$ cat src/ddc_port_map.svh
// register offsets, field positions, reset values and sizes of the output port block
`ifndef DDC_PORT_MAP_SVH
`define DDC_PORT_MAP_SVH

// ************************************************************
// register byte offsets
// ************************************************************
`define DDC_OFS_PORT_A_CTRL    8'h00
`define DDC_OFS_PORT_B_CTRL    8'h04
`define DDC_OFS_PORT_C_CTRL    8'h08
`define DDC_OFS_CLOCK_CTRL     8'h0C
`define DDC_OFS_STATUS         8'h10

// ************************************************************
// field positions
// ************************************************************
`define DDC_ENABLE_LSB         0
`define DDC_ENABLE_MSB         5
`define DDC_FORMAT_BIT         8
`define DDC_APPEND_BIT         9
`define DDC_MASTER_BIT         0
`define DDC_DIV_LSB            1
`define DDC_DIV_MSB            2
`define DDC_STATUS_REQ_LSB     24

// ************************************************************
// reset values and sizes
// ************************************************************
`define DDC_PORT_CTRL_RESET    10'h000
`define DDC_CLOCK_CTRL_RESET   3'h0
`define DDC_NUM_PORTS          3
`define DDC_NUM_STAGES         6
`define DDC_WORD_W             16

`endif

$ cat src/ddc_port_pkg.sv
// types shared by the output port block
package ddc_port_pkg;

	// ************************************************************
	// port sequencer states
	// ************************************************************
	typedef enum logic [2:0] {
		ST_IDLE,     // nothing pending, request low
		ST_REQ,      // request high, waiting for acknowledge
		ST_WORD_A,   // first word (i, or i/q pair) on the bus
		ST_WORD_Q,   // q word on the bus (interleaved only)
		ST_WORD_G    // gain word on the bus
	} port_state_t;

endpackage : ddc_port_pkg

$ cat src/ddc_parallel_output_ports.sv
// three output ports that stream stage samples and gain words, with an ahb-lite register slave
//
// Design decisions made here: the register offsets and the AHB-Lite interface to the registers.
`timescale 1ns/10ps
`include "ddc_port_map.svh"

// ************************************************************
// one output port: capture, arbitration and word sequencing
// ************************************************************
module ddc_out_port #(
	parameter int STAGES = 6,
	parameter int WORD_W = 16
) (
	input  wire logic                          clk,
	input  wire logic                          rst_n,
	input  wire logic                          tick,
	input  wire logic [STAGES-1:0]             enable,
	input  wire logic                          fmt_parallel,
	input  wire logic                          append_gain,
	input  wire logic [STAGES-1:0]             cap_valid,
	input  wire logic [STAGES-1:0][WORD_W-1:0] cap_i,
	input  wire logic [STAGES-1:0][WORD_W-1:0] cap_q,
	input  wire logic [STAGES-1:0][WORD_W-1:0] cap_g,
	input  wire logic                          ack,
	output logic                               req,
	output logic [WORD_W-1:0]                  data,
	output logic                               iq,
	output logic                               gw,
	output logic [2:0]                         src,
	output logic [STAGES-1:0]                  pending
);

	// elaboration guard: the index pins and the byte split fix these sizes
	if (STAGES < 1 || STAGES > 8 || WORD_W != 16) begin : g_bad_size
		$error("ddc_out_port: unsupported size");
	end

	logic [WORD_W-1:0]        buf_i_ff [STAGES];  // latest i per stage
	logic [WORD_W-1:0]        buf_q_ff [STAGES];  // latest q per stage
	logic [WORD_W-1:0]        buf_g_ff [STAGES];  // latest gain per stage
	logic [WORD_W-1:0]        cur_q_ff;           // q of the sample in flight
	logic [WORD_W-1:0]        cur_g_ff;           // gain of the sample in flight
	logic [WORD_W-1:0]        cur_i_ff;           // i of the sample in flight
	ddc_port_pkg::port_state_t state_ff;          // sequencer state
	ddc_port_pkg::port_state_t nxt_state;
	logic [STAGES-1:0]        cand;               // pending and enabled
	logic [2:0]               sel;                // winning stage
	logic                     take;               // sample leaves its buffer
	logic                     nxt_req;
	logic [WORD_W-1:0]        nxt_data;
	logic                     nxt_iq;
	logic                     nxt_gw;
	logic [2:0]               nxt_src;

	assign cand = pending & enable;

	// lowest index wins when several stages wait at once
	// fixed stage priority
	always_comb begin
		sel = 3'h0;
		for (int s = STAGES - 1; s >= 0; s--) begin
			if (cand[s]) begin
				sel = 3'(s);
			end
		end
	end

	// capture a stage sample whenever it arrives for an enabled stage
	// bypassed stages still deliver
	always_ff @(posedge clk) begin
		for (int s = 0; s < STAGES; s++) begin
			if (cap_valid[s] && enable[s]) begin
				buf_i_ff[s] <= cap_i[s];
				buf_q_ff[s] <= cap_q[s];
				buf_g_ff[s] <= cap_g[s];
			end
		end
	end

	// pending flags: a new arrival wins over the clear of a take
	// only enabled stages queue
	always_ff @(posedge clk or negedge rst_n) begin
		if (!rst_n) begin
			pending <= '0;
		end else begin
			pending <= (pending & ~((take ? STAGES'(1) : STAGES'(0)) << sel)) | (cap_valid & enable);
		end
	end

	// next-word selection; everything holds between port clock ticks
	always_comb begin
		nxt_state = state_ff;
		nxt_req   = req;
		nxt_data  = data;
		nxt_iq    = iq;
		nxt_gw    = gw;
		nxt_src   = src;
		take      = 1'b0;
		if (tick) begin
			unique case (state_ff)
				ddc_port_pkg::ST_IDLE: begin
					// raise request on a ready sample
					if (|cand) begin
						take      = 1'b1;
						nxt_req   = 1'b1;
						nxt_state = ddc_port_pkg::ST_REQ;
					end
				end
				ddc_port_pkg::ST_REQ: begin
					if (ack) begin
						// first word one tick after request
						// parallel: i byte high, q byte low; interleaved: whole i word
						nxt_data  = fmt_parallel ? {cur_i_ff[15:8], cur_q_ff[15:8]} : cur_i_ff;
						nxt_iq    = 1'b1;
						nxt_gw    = 1'b0;
						nxt_src   = src;
						nxt_state = ddc_port_pkg::ST_WORD_A;
					end
				end
				default: begin
					if (ack) begin
						if (state_ff == ddc_port_pkg::ST_WORD_A && !fmt_parallel) begin
							nxt_data  = cur_q_ff;
							nxt_iq    = 1'b0;
							nxt_state = ddc_port_pkg::ST_WORD_Q;
						end else if (state_ff != ddc_port_pkg::ST_WORD_G && append_gain) begin
							nxt_data  = cur_g_ff;
							nxt_iq    = 1'b0;
							nxt_gw    = 1'b1;
							nxt_state = ddc_port_pkg::ST_WORD_G;
						end else if (|cand) begin
							// request stays high while data waits
							take    = 1'b1;
							nxt_gw  = 1'b0;
							nxt_src = sel;
							if (fmt_parallel) begin
								// indicator stays high back to back
								nxt_data  = {buf_i_ff[sel][15:8], buf_q_ff[sel][15:8]};
								nxt_iq    = 1'b1;
								nxt_state = ddc_port_pkg::ST_WORD_A;
							end else begin
								nxt_data  = '0;
								nxt_iq    = 1'b0;
								nxt_state = ddc_port_pkg::ST_REQ;
							end
						end else begin
							nxt_req   = 1'b0;
							nxt_data  = '0;
							nxt_iq    = 1'b0;
							nxt_gw    = 1'b0;
							nxt_src   = 3'h0;
							nxt_state = ddc_port_pkg::ST_IDLE;
						end
					end
				end
			endcase
		end
	end

	// pins change only on a port clock tick
	// outputs move on port clock
	always_ff @(posedge clk or negedge rst_n) begin
		if (!rst_n) begin
			state_ff <= ddc_port_pkg::ST_IDLE;
			req      <= 1'b0;
			data     <= '0;
			iq       <= 1'b0;
			gw       <= 1'b0;
			src      <= 3'h0;
		end else begin
			state_ff <= nxt_state;
			req      <= nxt_req;
			data     <= nxt_data;
			iq       <= nxt_iq;
			gw       <= nxt_gw;
			// idle take latches the index early, so it already shows while request waits
			src      <= (take && state_ff == ddc_port_pkg::ST_IDLE) ? sel : nxt_src;
		end
	end

	// sample in flight; words pass unchanged so twos complement is kept
	// twos complement passthrough
	always_ff @(posedge clk) begin
		if (take) begin
			cur_i_ff <= buf_i_ff[sel];
			cur_q_ff <= buf_q_ff[sel];
			cur_g_ff <= buf_g_ff[sel];
		end
	end

endmodule : ddc_out_port

// Functional notes
// - three ports, sixteen-bit bus, shared clock
// - power up in slave clock mode
// - six enables per port select stages
// - bypassed stages still feed ports
// - format bit: interleaved or parallel
// - gain append bit per port
// - request on ready sample, acknowledge answers
// - i word first tick after request
// - i indicator high with i word
// - q word next, indicator low
// - index pins name the stage
// - interleaved gain after q, gain indicator
// - interleaved sample three or four ticks
// - parallel: i upper byte, q lower
// - parallel indicator high back to back
// - parallel gain after pair, indicator low
// - fixed priority, not arrival order, stage zero highest
// - master clock divided by 1/2/4/8
// - acknowledge sampled, low halts shifting
// - pins change on clock, request holds
// - data in twos complement
module ddc_parallel_output_ports #(
	parameter int STAGES = 6,
	parameter int WORD_W = 16
) (
	input  wire logic                                       hclk,
	input  wire logic                                       hresetn,
	input  wire logic                                       hsel,
	input  wire logic [31:0]                                haddr,
	input  wire logic [1:0]                                 htrans,
	input  wire logic                                       hwrite,
	input  wire logic [2:0]                                 hsize,
	input  wire logic [31:0]                                hwdata,
	input  wire logic                                       hready,
	output logic      [31:0]                                hrdata,
	output logic                                            hreadyout,
	output logic                                            hresp,
	input  wire logic [STAGES-1:0]                          stage_valid,
	input  wire logic [STAGES-1:0][WORD_W-1:0]              stage_i,
	input  wire logic [STAGES-1:0][WORD_W-1:0]              stage_q,
	input  wire logic [STAGES-1:0][WORD_W-1:0]              stage_gain,
	input  wire logic                                       pclk_in,
	output logic                                            pclk_out,
	output logic                                            pclk_oe_n,
	input  wire logic [`DDC_NUM_PORTS-1:0]                  port_acknowledge,
	output logic      [`DDC_NUM_PORTS-1:0]                  port_request,
	output logic      [`DDC_NUM_PORTS-1:0][WORD_W-1:0]      port_data_bus,
	output logic      [`DDC_NUM_PORTS-1:0]                  i_data_indicator,
	output logic      [`DDC_NUM_PORTS-1:0]                  gain_word_indicator,
	output logic      [`DDC_NUM_PORTS-1:0][2:0]             source_stage_index
);

	// ************************************************************
	// register bus slave
	// ************************************************************
	logic [9:0]                           port_ctrl_ff [`DDC_NUM_PORTS];  // enables, format, append
	logic [2:0]                           clock_ctrl_ff;                  // divisor and master bit
	logic [7:0]                           wr_addr_ff;                     // data-phase address
	logic                                 wr_pend_ff;                     // write in data phase
	logic [`DDC_NUM_PORTS-1:0][STAGES-1:0] pend;                          // per-port pending flags
	logic [31:0]                          nxt_rdata;
	logic                                 access;

	assign access = hsel && htrans[1] && hready;

	// read value chosen in the address phase so the data phase needs no wait
	always_comb begin
		nxt_rdata = 32'h0000_0000;
		unique case (haddr[7:0])
			`DDC_OFS_PORT_A_CTRL: nxt_rdata = {22'h00_0000, port_ctrl_ff[0]};
			`DDC_OFS_PORT_B_CTRL: nxt_rdata = {22'h00_0000, port_ctrl_ff[1]};
			`DDC_OFS_PORT_C_CTRL: nxt_rdata = {22'h00_0000, port_ctrl_ff[2]};
			`DDC_OFS_CLOCK_CTRL:  nxt_rdata = {29'h0000_0000, clock_ctrl_ff};
			`DDC_OFS_STATUS:      nxt_rdata = {5'h00, port_request, 6'h00, pend[2], pend[1], pend[0]};
			default:              nxt_rdata = 32'h0000_0000;
		endcase
	end

	// address phase capture and read data; only whole words, so hsize is not decoded
	always_ff @(posedge hclk or negedge hresetn) begin
		if (!hresetn) begin
			wr_addr_ff <= 8'h00;
			wr_pend_ff <= 1'b0;
			hrdata     <= 32'h0000_0000;
			hreadyout  <= 1'b1;
			hresp      <= 1'b0;
		end else begin
			wr_pend_ff <= access && hwrite;
			hreadyout  <= 1'b1;
			hresp      <= 1'b0;
			if (access) begin
				wr_addr_ff <= haddr[7:0];
				if (!hwrite && haddr[31:8] == 24'h00_0000) begin
					hrdata <= nxt_rdata;
				end else if (!hwrite) begin
					hrdata <= 32'h0000_0000;
				end
			end
		end
	end

	// data phase writes decode only the low address byte; unmapped byte offsets are ignored
	// format bit per port
	always_ff @(posedge hclk or negedge hresetn) begin
		if (!hresetn) begin
			for (int p = 0; p < `DDC_NUM_PORTS; p++) begin
				port_ctrl_ff[p] <= `DDC_PORT_CTRL_RESET;
			end
			clock_ctrl_ff <= `DDC_CLOCK_CTRL_RESET;
		end else if (wr_pend_ff) begin
			unique case (wr_addr_ff)
				`DDC_OFS_PORT_A_CTRL: port_ctrl_ff[0] <= hwdata[9:0];
				`DDC_OFS_PORT_B_CTRL: port_ctrl_ff[1] <= hwdata[9:0];
				`DDC_OFS_PORT_C_CTRL: port_ctrl_ff[2] <= hwdata[9:0];
				`DDC_OFS_CLOCK_CTRL:  clock_ctrl_ff   <= hwdata[2:0];
				default:              ;
			endcase
		end
	end

	// ************************************************************
	// port clock: divider in master mode, edge of the pin in slave mode
	// ************************************************************
	logic       master;
	logic [2:0] div_cnt_ff;   // position inside one port clock period
	logic [2:0] div_last;     // divisor minus one
	logic       pclk_prev_ff; // previous level of the incoming clock pin
	logic       tick;         // one hclk per port clock rising edge

	assign master   = clock_ctrl_ff[`DDC_MASTER_BIT];
	assign div_last = 3'((4'h1 << clock_ctrl_ff[`DDC_DIV_MSB:`DDC_DIV_LSB]) - 4'h1);
	assign tick     = master ? (div_cnt_ff == div_last) : (pclk_in && !pclk_prev_ff);

	// divider counter and pin drive; the pin is released while in slave mode
	// divide by 1, 2, 4 or 8
	always_ff @(posedge hclk or negedge hresetn) begin
		if (!hresetn) begin
			div_cnt_ff   <= 3'h0;
			pclk_prev_ff <= 1'b0;
			pclk_out     <= 1'b0;
			pclk_oe_n    <= 1'b1;
		end else begin
			pclk_prev_ff <= pclk_in;
			div_cnt_ff   <= (!master || div_cnt_ff >= div_last) ? 3'h0 : 3'(div_cnt_ff + 3'h1);
			// high in the first half of each period; at divide by one it stays high
			pclk_out     <= master && ((tick || div_last == 3'h0) ? 1'b1 : (3'(div_cnt_ff + 3'h1) <= (div_last >> 1)));
			pclk_oe_n    <= !master;
		end
	end

	// ************************************************************
	// the three ports
	// ************************************************************
	// three independent ports on one clock
	// per-port sequencing lives in ddc_out_port; each instance carries these rules
	// stage enables filter
	for (genvar p = 0; p < `DDC_NUM_PORTS; p++) begin : g_port
		ddc_out_port #(
			.STAGES (STAGES),
			.WORD_W (WORD_W)
		) u_port (
			.clk          (hclk),
			.rst_n        (hresetn),
			.tick         (tick),
			.enable       (port_ctrl_ff[p][`DDC_ENABLE_MSB:`DDC_ENABLE_LSB]),
			.fmt_parallel (port_ctrl_ff[p][`DDC_FORMAT_BIT]),
			.append_gain  (port_ctrl_ff[p][`DDC_APPEND_BIT]),
			.cap_valid    (stage_valid),
			.cap_i        (stage_i),
			.cap_q        (stage_q),
			.cap_g        (stage_gain),
			.ack          (port_acknowledge[p]),
			.req          (port_request[p]),
			.data         (port_data_bus[p]),
			.iq           (i_data_indicator[p]),
			.gw           (gain_word_indicator[p]),
			.src          (source_stage_index[p]),
			.pending      (pend[p])
		);
	end

endmodule : ddc_parallel_output_ports

$ cat config.mk
export PLATFORM = sky130hd
export DESIGN_NAME = ddc_parallel_output_ports
export DESIGN_NICKNAME = d
export VERILOG_FILES = /design/src/ddc_port_pkg.sv /design/src/ddc_parallel_output_ports.sv
export VERILOG_INCLUDE_DIRS = /design/src
export SDC_FILE = /design/constraint.sdc
export NUM_CORES = 2
export LEC_CHECK = 0
export ABC_AREA = 1
export BUFFER_PORTS_ARGS = -buffer_cell sky130_fd_sc_hd__buf_4
export CORE_MARGIN = 2
export CORE_UTILIZATION = 50
export CTS_BUF_LIST = sky130_fd_sc_hd__clkbuf_8
export DETAILED_ROUTE_END_ITERATION = 8
export PLACE_DENSITY = 0.69
export SYNTH_ARGS = -nofsm -noshare
export SYNTH_HDL_FRONTEND = slang
export SYNTH_SLANG_ARGS = --single-unit
$ cat constraint.sdc
create_clock -name hclk -period 13.2 [get_ports hclk]
set_clock_uncertainty 0.1 [all_clocks]
set_input_delay 2.64 -clock hclk [delete_from_list [all_inputs] [get_ports hclk]]
set_output_delay 2.64 -clock hclk [all_outputs]
set_load 0.01 [all_outputs]
==> metrics.log <==
[metrics] run status: completed
[metrics] achievable clock frequency: 207 MHz
[metrics] # fillers: 7830
[metrics] RSZ-0062 raised after global routing: no
[metrics] final antenna-violating net count: 0
[metrics] H-Tree Level Count: 4
[metrics] number of remaining DRC errors: 0
[metrics] height of the die: 314 µm
[metrics] class of the most critical hold timing path: reg2reg
[metrics] startpoint of the tightest hold check path: g_port[2].u_port.data[10]$_DFFE_PN0P_
[metrics] worst-case setup margin in the final layout: 8.36 ns
[metrics] yosys synthesis warning count: 0
[metrics] total number of vias: 34800
[metrics] Final Hold Violating Endpoints: 0
[metrics] Final Critical Period: 4.84 ns
[metrics] post-place setup slack: 8.03 ns
[metrics] LEAKAGE: 22.6 nW
[metrics] cell occurring most often along the worst timing path: nand2_1
[metrics] die boundary width: 314 µm
[metrics] maximum fanout count along the critical path: 59
[metrics] utilization after layout: 0.582
[metrics] worst-case vdd ir drop: 0.108 mV
[metrics] highest cell delay on the worst timing path: 0.72 ns
[metrics] Max Transition Viols Final: 0
[metrics] power density relative to cell area: 170 nW/µm²
[metrics] classification of the worst setup path: reg2reg
[metrics] kind of start point of the critical path: register
[metrics] Slew HR: 0.224
[metrics] maximum number of pins on one net before global-route repair: 95
[metrics] Critical Path AT: 5.35 ns
[metrics] routed via count divided by cell count: 5.84
[metrics] synthesized netlist cell count: 4082
[metrics] number of setup violations in the final report: 0
[metrics] average routed wire per standard cell: 27.7 µm
[metrics] count of unique library cells instantiated by Yosys: 57
[metrics] Total Wirelength: 165000 µm
[metrics] proportion of register bits with asynchronous set or reset after synthesis: 0.138
[metrics] slowest cell on the critical path: buf_4
[metrics] total area of multi-input combinational cells: 11700 µm²
[metrics] Fin Setup TNS: 0 ns
[metrics] startpoint of the worst setup timing path: port_ctrl_ff[24]$_DFFE_PN0P_
[metrics] number of buffers on the longest clock path: 3
[metrics] number of nets in the final layout: 4923
[metrics] post-synthesis sequential area ratio: 0.714
[metrics] global-route wire length before repair: 231000 µm
[metrics] area of the mapped netlist: 48100 µm²
[metrics] synthesized area per cell: 11.8 µm²
[metrics] data required time at the worst endpoint: 13.71 ns
[metrics] combined flip-flop and latch cell area: 34300 µm²
[metrics] top_reg_cell synth: edfxtp_1
[metrics] cells resized by post-CTS repair: 0
[metrics] placed inst area: 52200 µm²
[metrics] hold buffer count at CTS: 0
[metrics] count of maximum capacitance violations: 0
[metrics] final instance area: 55400 µm²
[metrics] clock root buffer: clkbuf_8
[metrics] Detailed Routing Iterations Pass 1: 5
[metrics] clock sink count: 1170
[metrics] layout cell share with drive strength beyond 1: 0.201
[metrics] crit path capture type: register
[metrics] via count of the first global-routing pass: 32800
[metrics] grt ovf: 0
[metrics] Period Utilization, post-route: 0.367
[metrics] global routing usage summed across all routing layers: 0.333
[metrics] Port Buffer Count: 434
[metrics] number of antenna violations at the first check in global routing: 24
[metrics] First DRT Iteration DRCs: 5266
[metrics] EDFF count, synth: 1008
[metrics] P&R area growth vs syn: 15.3%
[metrics] cell-by-cell listing of the critical path: nand2_1 > nand2_1 > nand2_1 > nand2_1 > nand2_4 > nand2_4 > inv_4 > buf_4 > buf_4 > nor2_1 > o32ai_1 > nand2_1 > o21ai_1
[metrics] clock latency on the worst-skew pair: 0.88 ns
[metrics] area inside the core boundary: 95200 µm²
[metrics] actual slew at the worst max-slew pin: 1.16 ns
[metrics] initial core utilization: 0.505
[metrics] clock slew at reported path FFs: 0.06 ns
[metrics] clock tree from TritonCTS: yes
[metrics] final estimated routing congestion in global placement: 1.01
[metrics] number of placed I/O pins: 474
[metrics] Detailed Place HPWL: 106000 µm
[metrics] number of rows created at floorplan: 113
[metrics] Yosys reg bits: 1170
[metrics] start of the worst register-to-register path: port_ctrl_ff[24]$_DFFE_PN0P_
[metrics] post-CTS setup buffer count: 0
[metrics] CTS Buf Count: 182
[metrics] die outline area: 98600 µm²
-- path summary, 6_finish.rpt --
kind	end	depth (start not counted)	slack, ns
setup / recovery	g_port[0].u_port.cur_i_ff[7]$_DFFE_PN_	13	8.36
hold / removal	g_port[2].u_port.data[10]$_DFFE_PN0P_	2	0.38
setup reg to reg	g_port[0].u_port.cur_i_ff[7]$_DFFE_PN_	13	8.36
hold reg to reg	g_port[2].u_port.data[10]$_DFFE_PN0P_	2	0.38
max in group asynchronous	g_port[0].u_port.data[14]$_DFFE_PN0P_	2	9.74
min in group asynchronous	g_port[2].u_port.data[15]$_DFFE_PN0P_	1	1.72
-- routing by layer --
metal	vias up	track usage	wire length, µm
li1	15100	-	-
met1	16700	0.451	61600
met2	2611	0.505	74400
met3	389	0.0860	20900
met4	18	0.159	8160
met5	-	0	208
-- Yosys cell counts, drive strengths merged, types with 2 or more instances --
library cell	number	area, µm²
nand2	1018	3930
a221oi	3	26.3
or2	170	1060
a21oi	65	325
dfrtp	161	4030
nor4	7	50.1
o21ai	369	1850
o2bb2ai	2	17.5
o32ai	65	569
nor2	380	1460
inv	225	847
a211oi	3	22.5
ha	8	100
o2111ai	2	17.5
clkbuf	87	330
clkinv	5	18.8
conb	2	7.51
edfxtp	1008	30300
nand3	256	1300
buf	135	908
a21o	2	15.0
o211ai	44	385
mux2	5	56.3
o31ai	3	41.3
a31oi	26	163
nand4	10	68.8
nor3	13	104
-- through the flow --
stage / hold slack, ns / instances / power (mW)
after global routing: 0.398 / 5956 / 9.77
after global placement: 0.367 / 5624 / 6.66
after floorplan: 0.337 / 4093 / 5.74
final: 0.379 / 5964 / 9.43
after detailed placement: 0.367 / 5624 / 6.69
after CTS: 0.382 / 5946 / 9.40
-- report_power, final --
group	total [mW]	switching, mW	internal (mW)
logic	2.08	1.51	0.563
registers	4.60	0.145	4.45
clock network	2.76	1.42	1.33
-- critical path, delay by kind of cell (launching register included) --
| family | cells | cell delay, ns |
|---|---|---|
| and+or+nand+nor | 8 | 1.16 |
| buffers and inverters | 3 | 1.84 |
| DFF | 1 | 0.43 |
| AOI/OAI and AO/OA | 2 | 0.90 |
-- kinds of logic (layout without fill, tap and decap cells) --
kind of cell	Yosys count	in the layout	synth area share
compound gates	588	588	0.0721
xor+xnor	1	1	0.000182
fa+ha+maj	8	8	0.00208
buf+inv	452	1040	0.0438
flops	1170	1170	0.714
mux	5	5	0.00117
other cells	2	31	0.000156
simple gates	1856	1856	0.166
-- area by class of cell --
cell class,instances,area share
flip-flops and latches,1170,0.620
clock buffers,187,0.0465
repair buffers,488,0.0662
diodes,18,0.000813
well taps,1265,0.0286
inverters,230,0.0161
clock inverters,135,0.0113
multi-input cells,2471,0.211
-- flip-flops by register name, summed over array words and instances, names as in the netlist, 3 cells and up --
name                    flops
g_port.u_port.buf_g_ff    288
g_port.u_port.buf_i_ff    288
g_port.u_port.buf_q_ff    288
g_port.u_port.cur_g_ff     48
g_port.u_port.cur_i_ff     48
g_port.u_port.cur_q_ff     48
g_port.u_port.data         48
port_ctrl_ff               30
hrdata                     21
g_port.u_port.pending      18
g_port.u_port.src           9
g_port.u_port.state_ff      9
wr_addr_ff                  8
clock_ctrl_ff               3
div_cnt_ff                  3
g_port.u_port.gw            3
g_port.u_port.iq            3
g_port.u_port.req           3
-- placed cells by master, fill, tap and decap left out, types with 9 or more instances in the layout --
master       n
or2_1       29
nand2_1    995
inv_2       24
inv_1      253
conb_1      13
nand4_1      9
nor2_1     374
nand3_1    253
o32ai_1     65
buf_4      487
a31oi_1     26
or2_2      139
edfxtp_1  1008
o21ai_1    107
nand2_2     11
clkinv_2    23
dfrtp_1    161
a21oi_1     65
clkbuf_8   187
nand2_4     12
o21ai_0    261
o211ai_1    33
clkinv_1    45
diode_2     18
o211ai_2    11
Power figures use the tool's default switching activity.
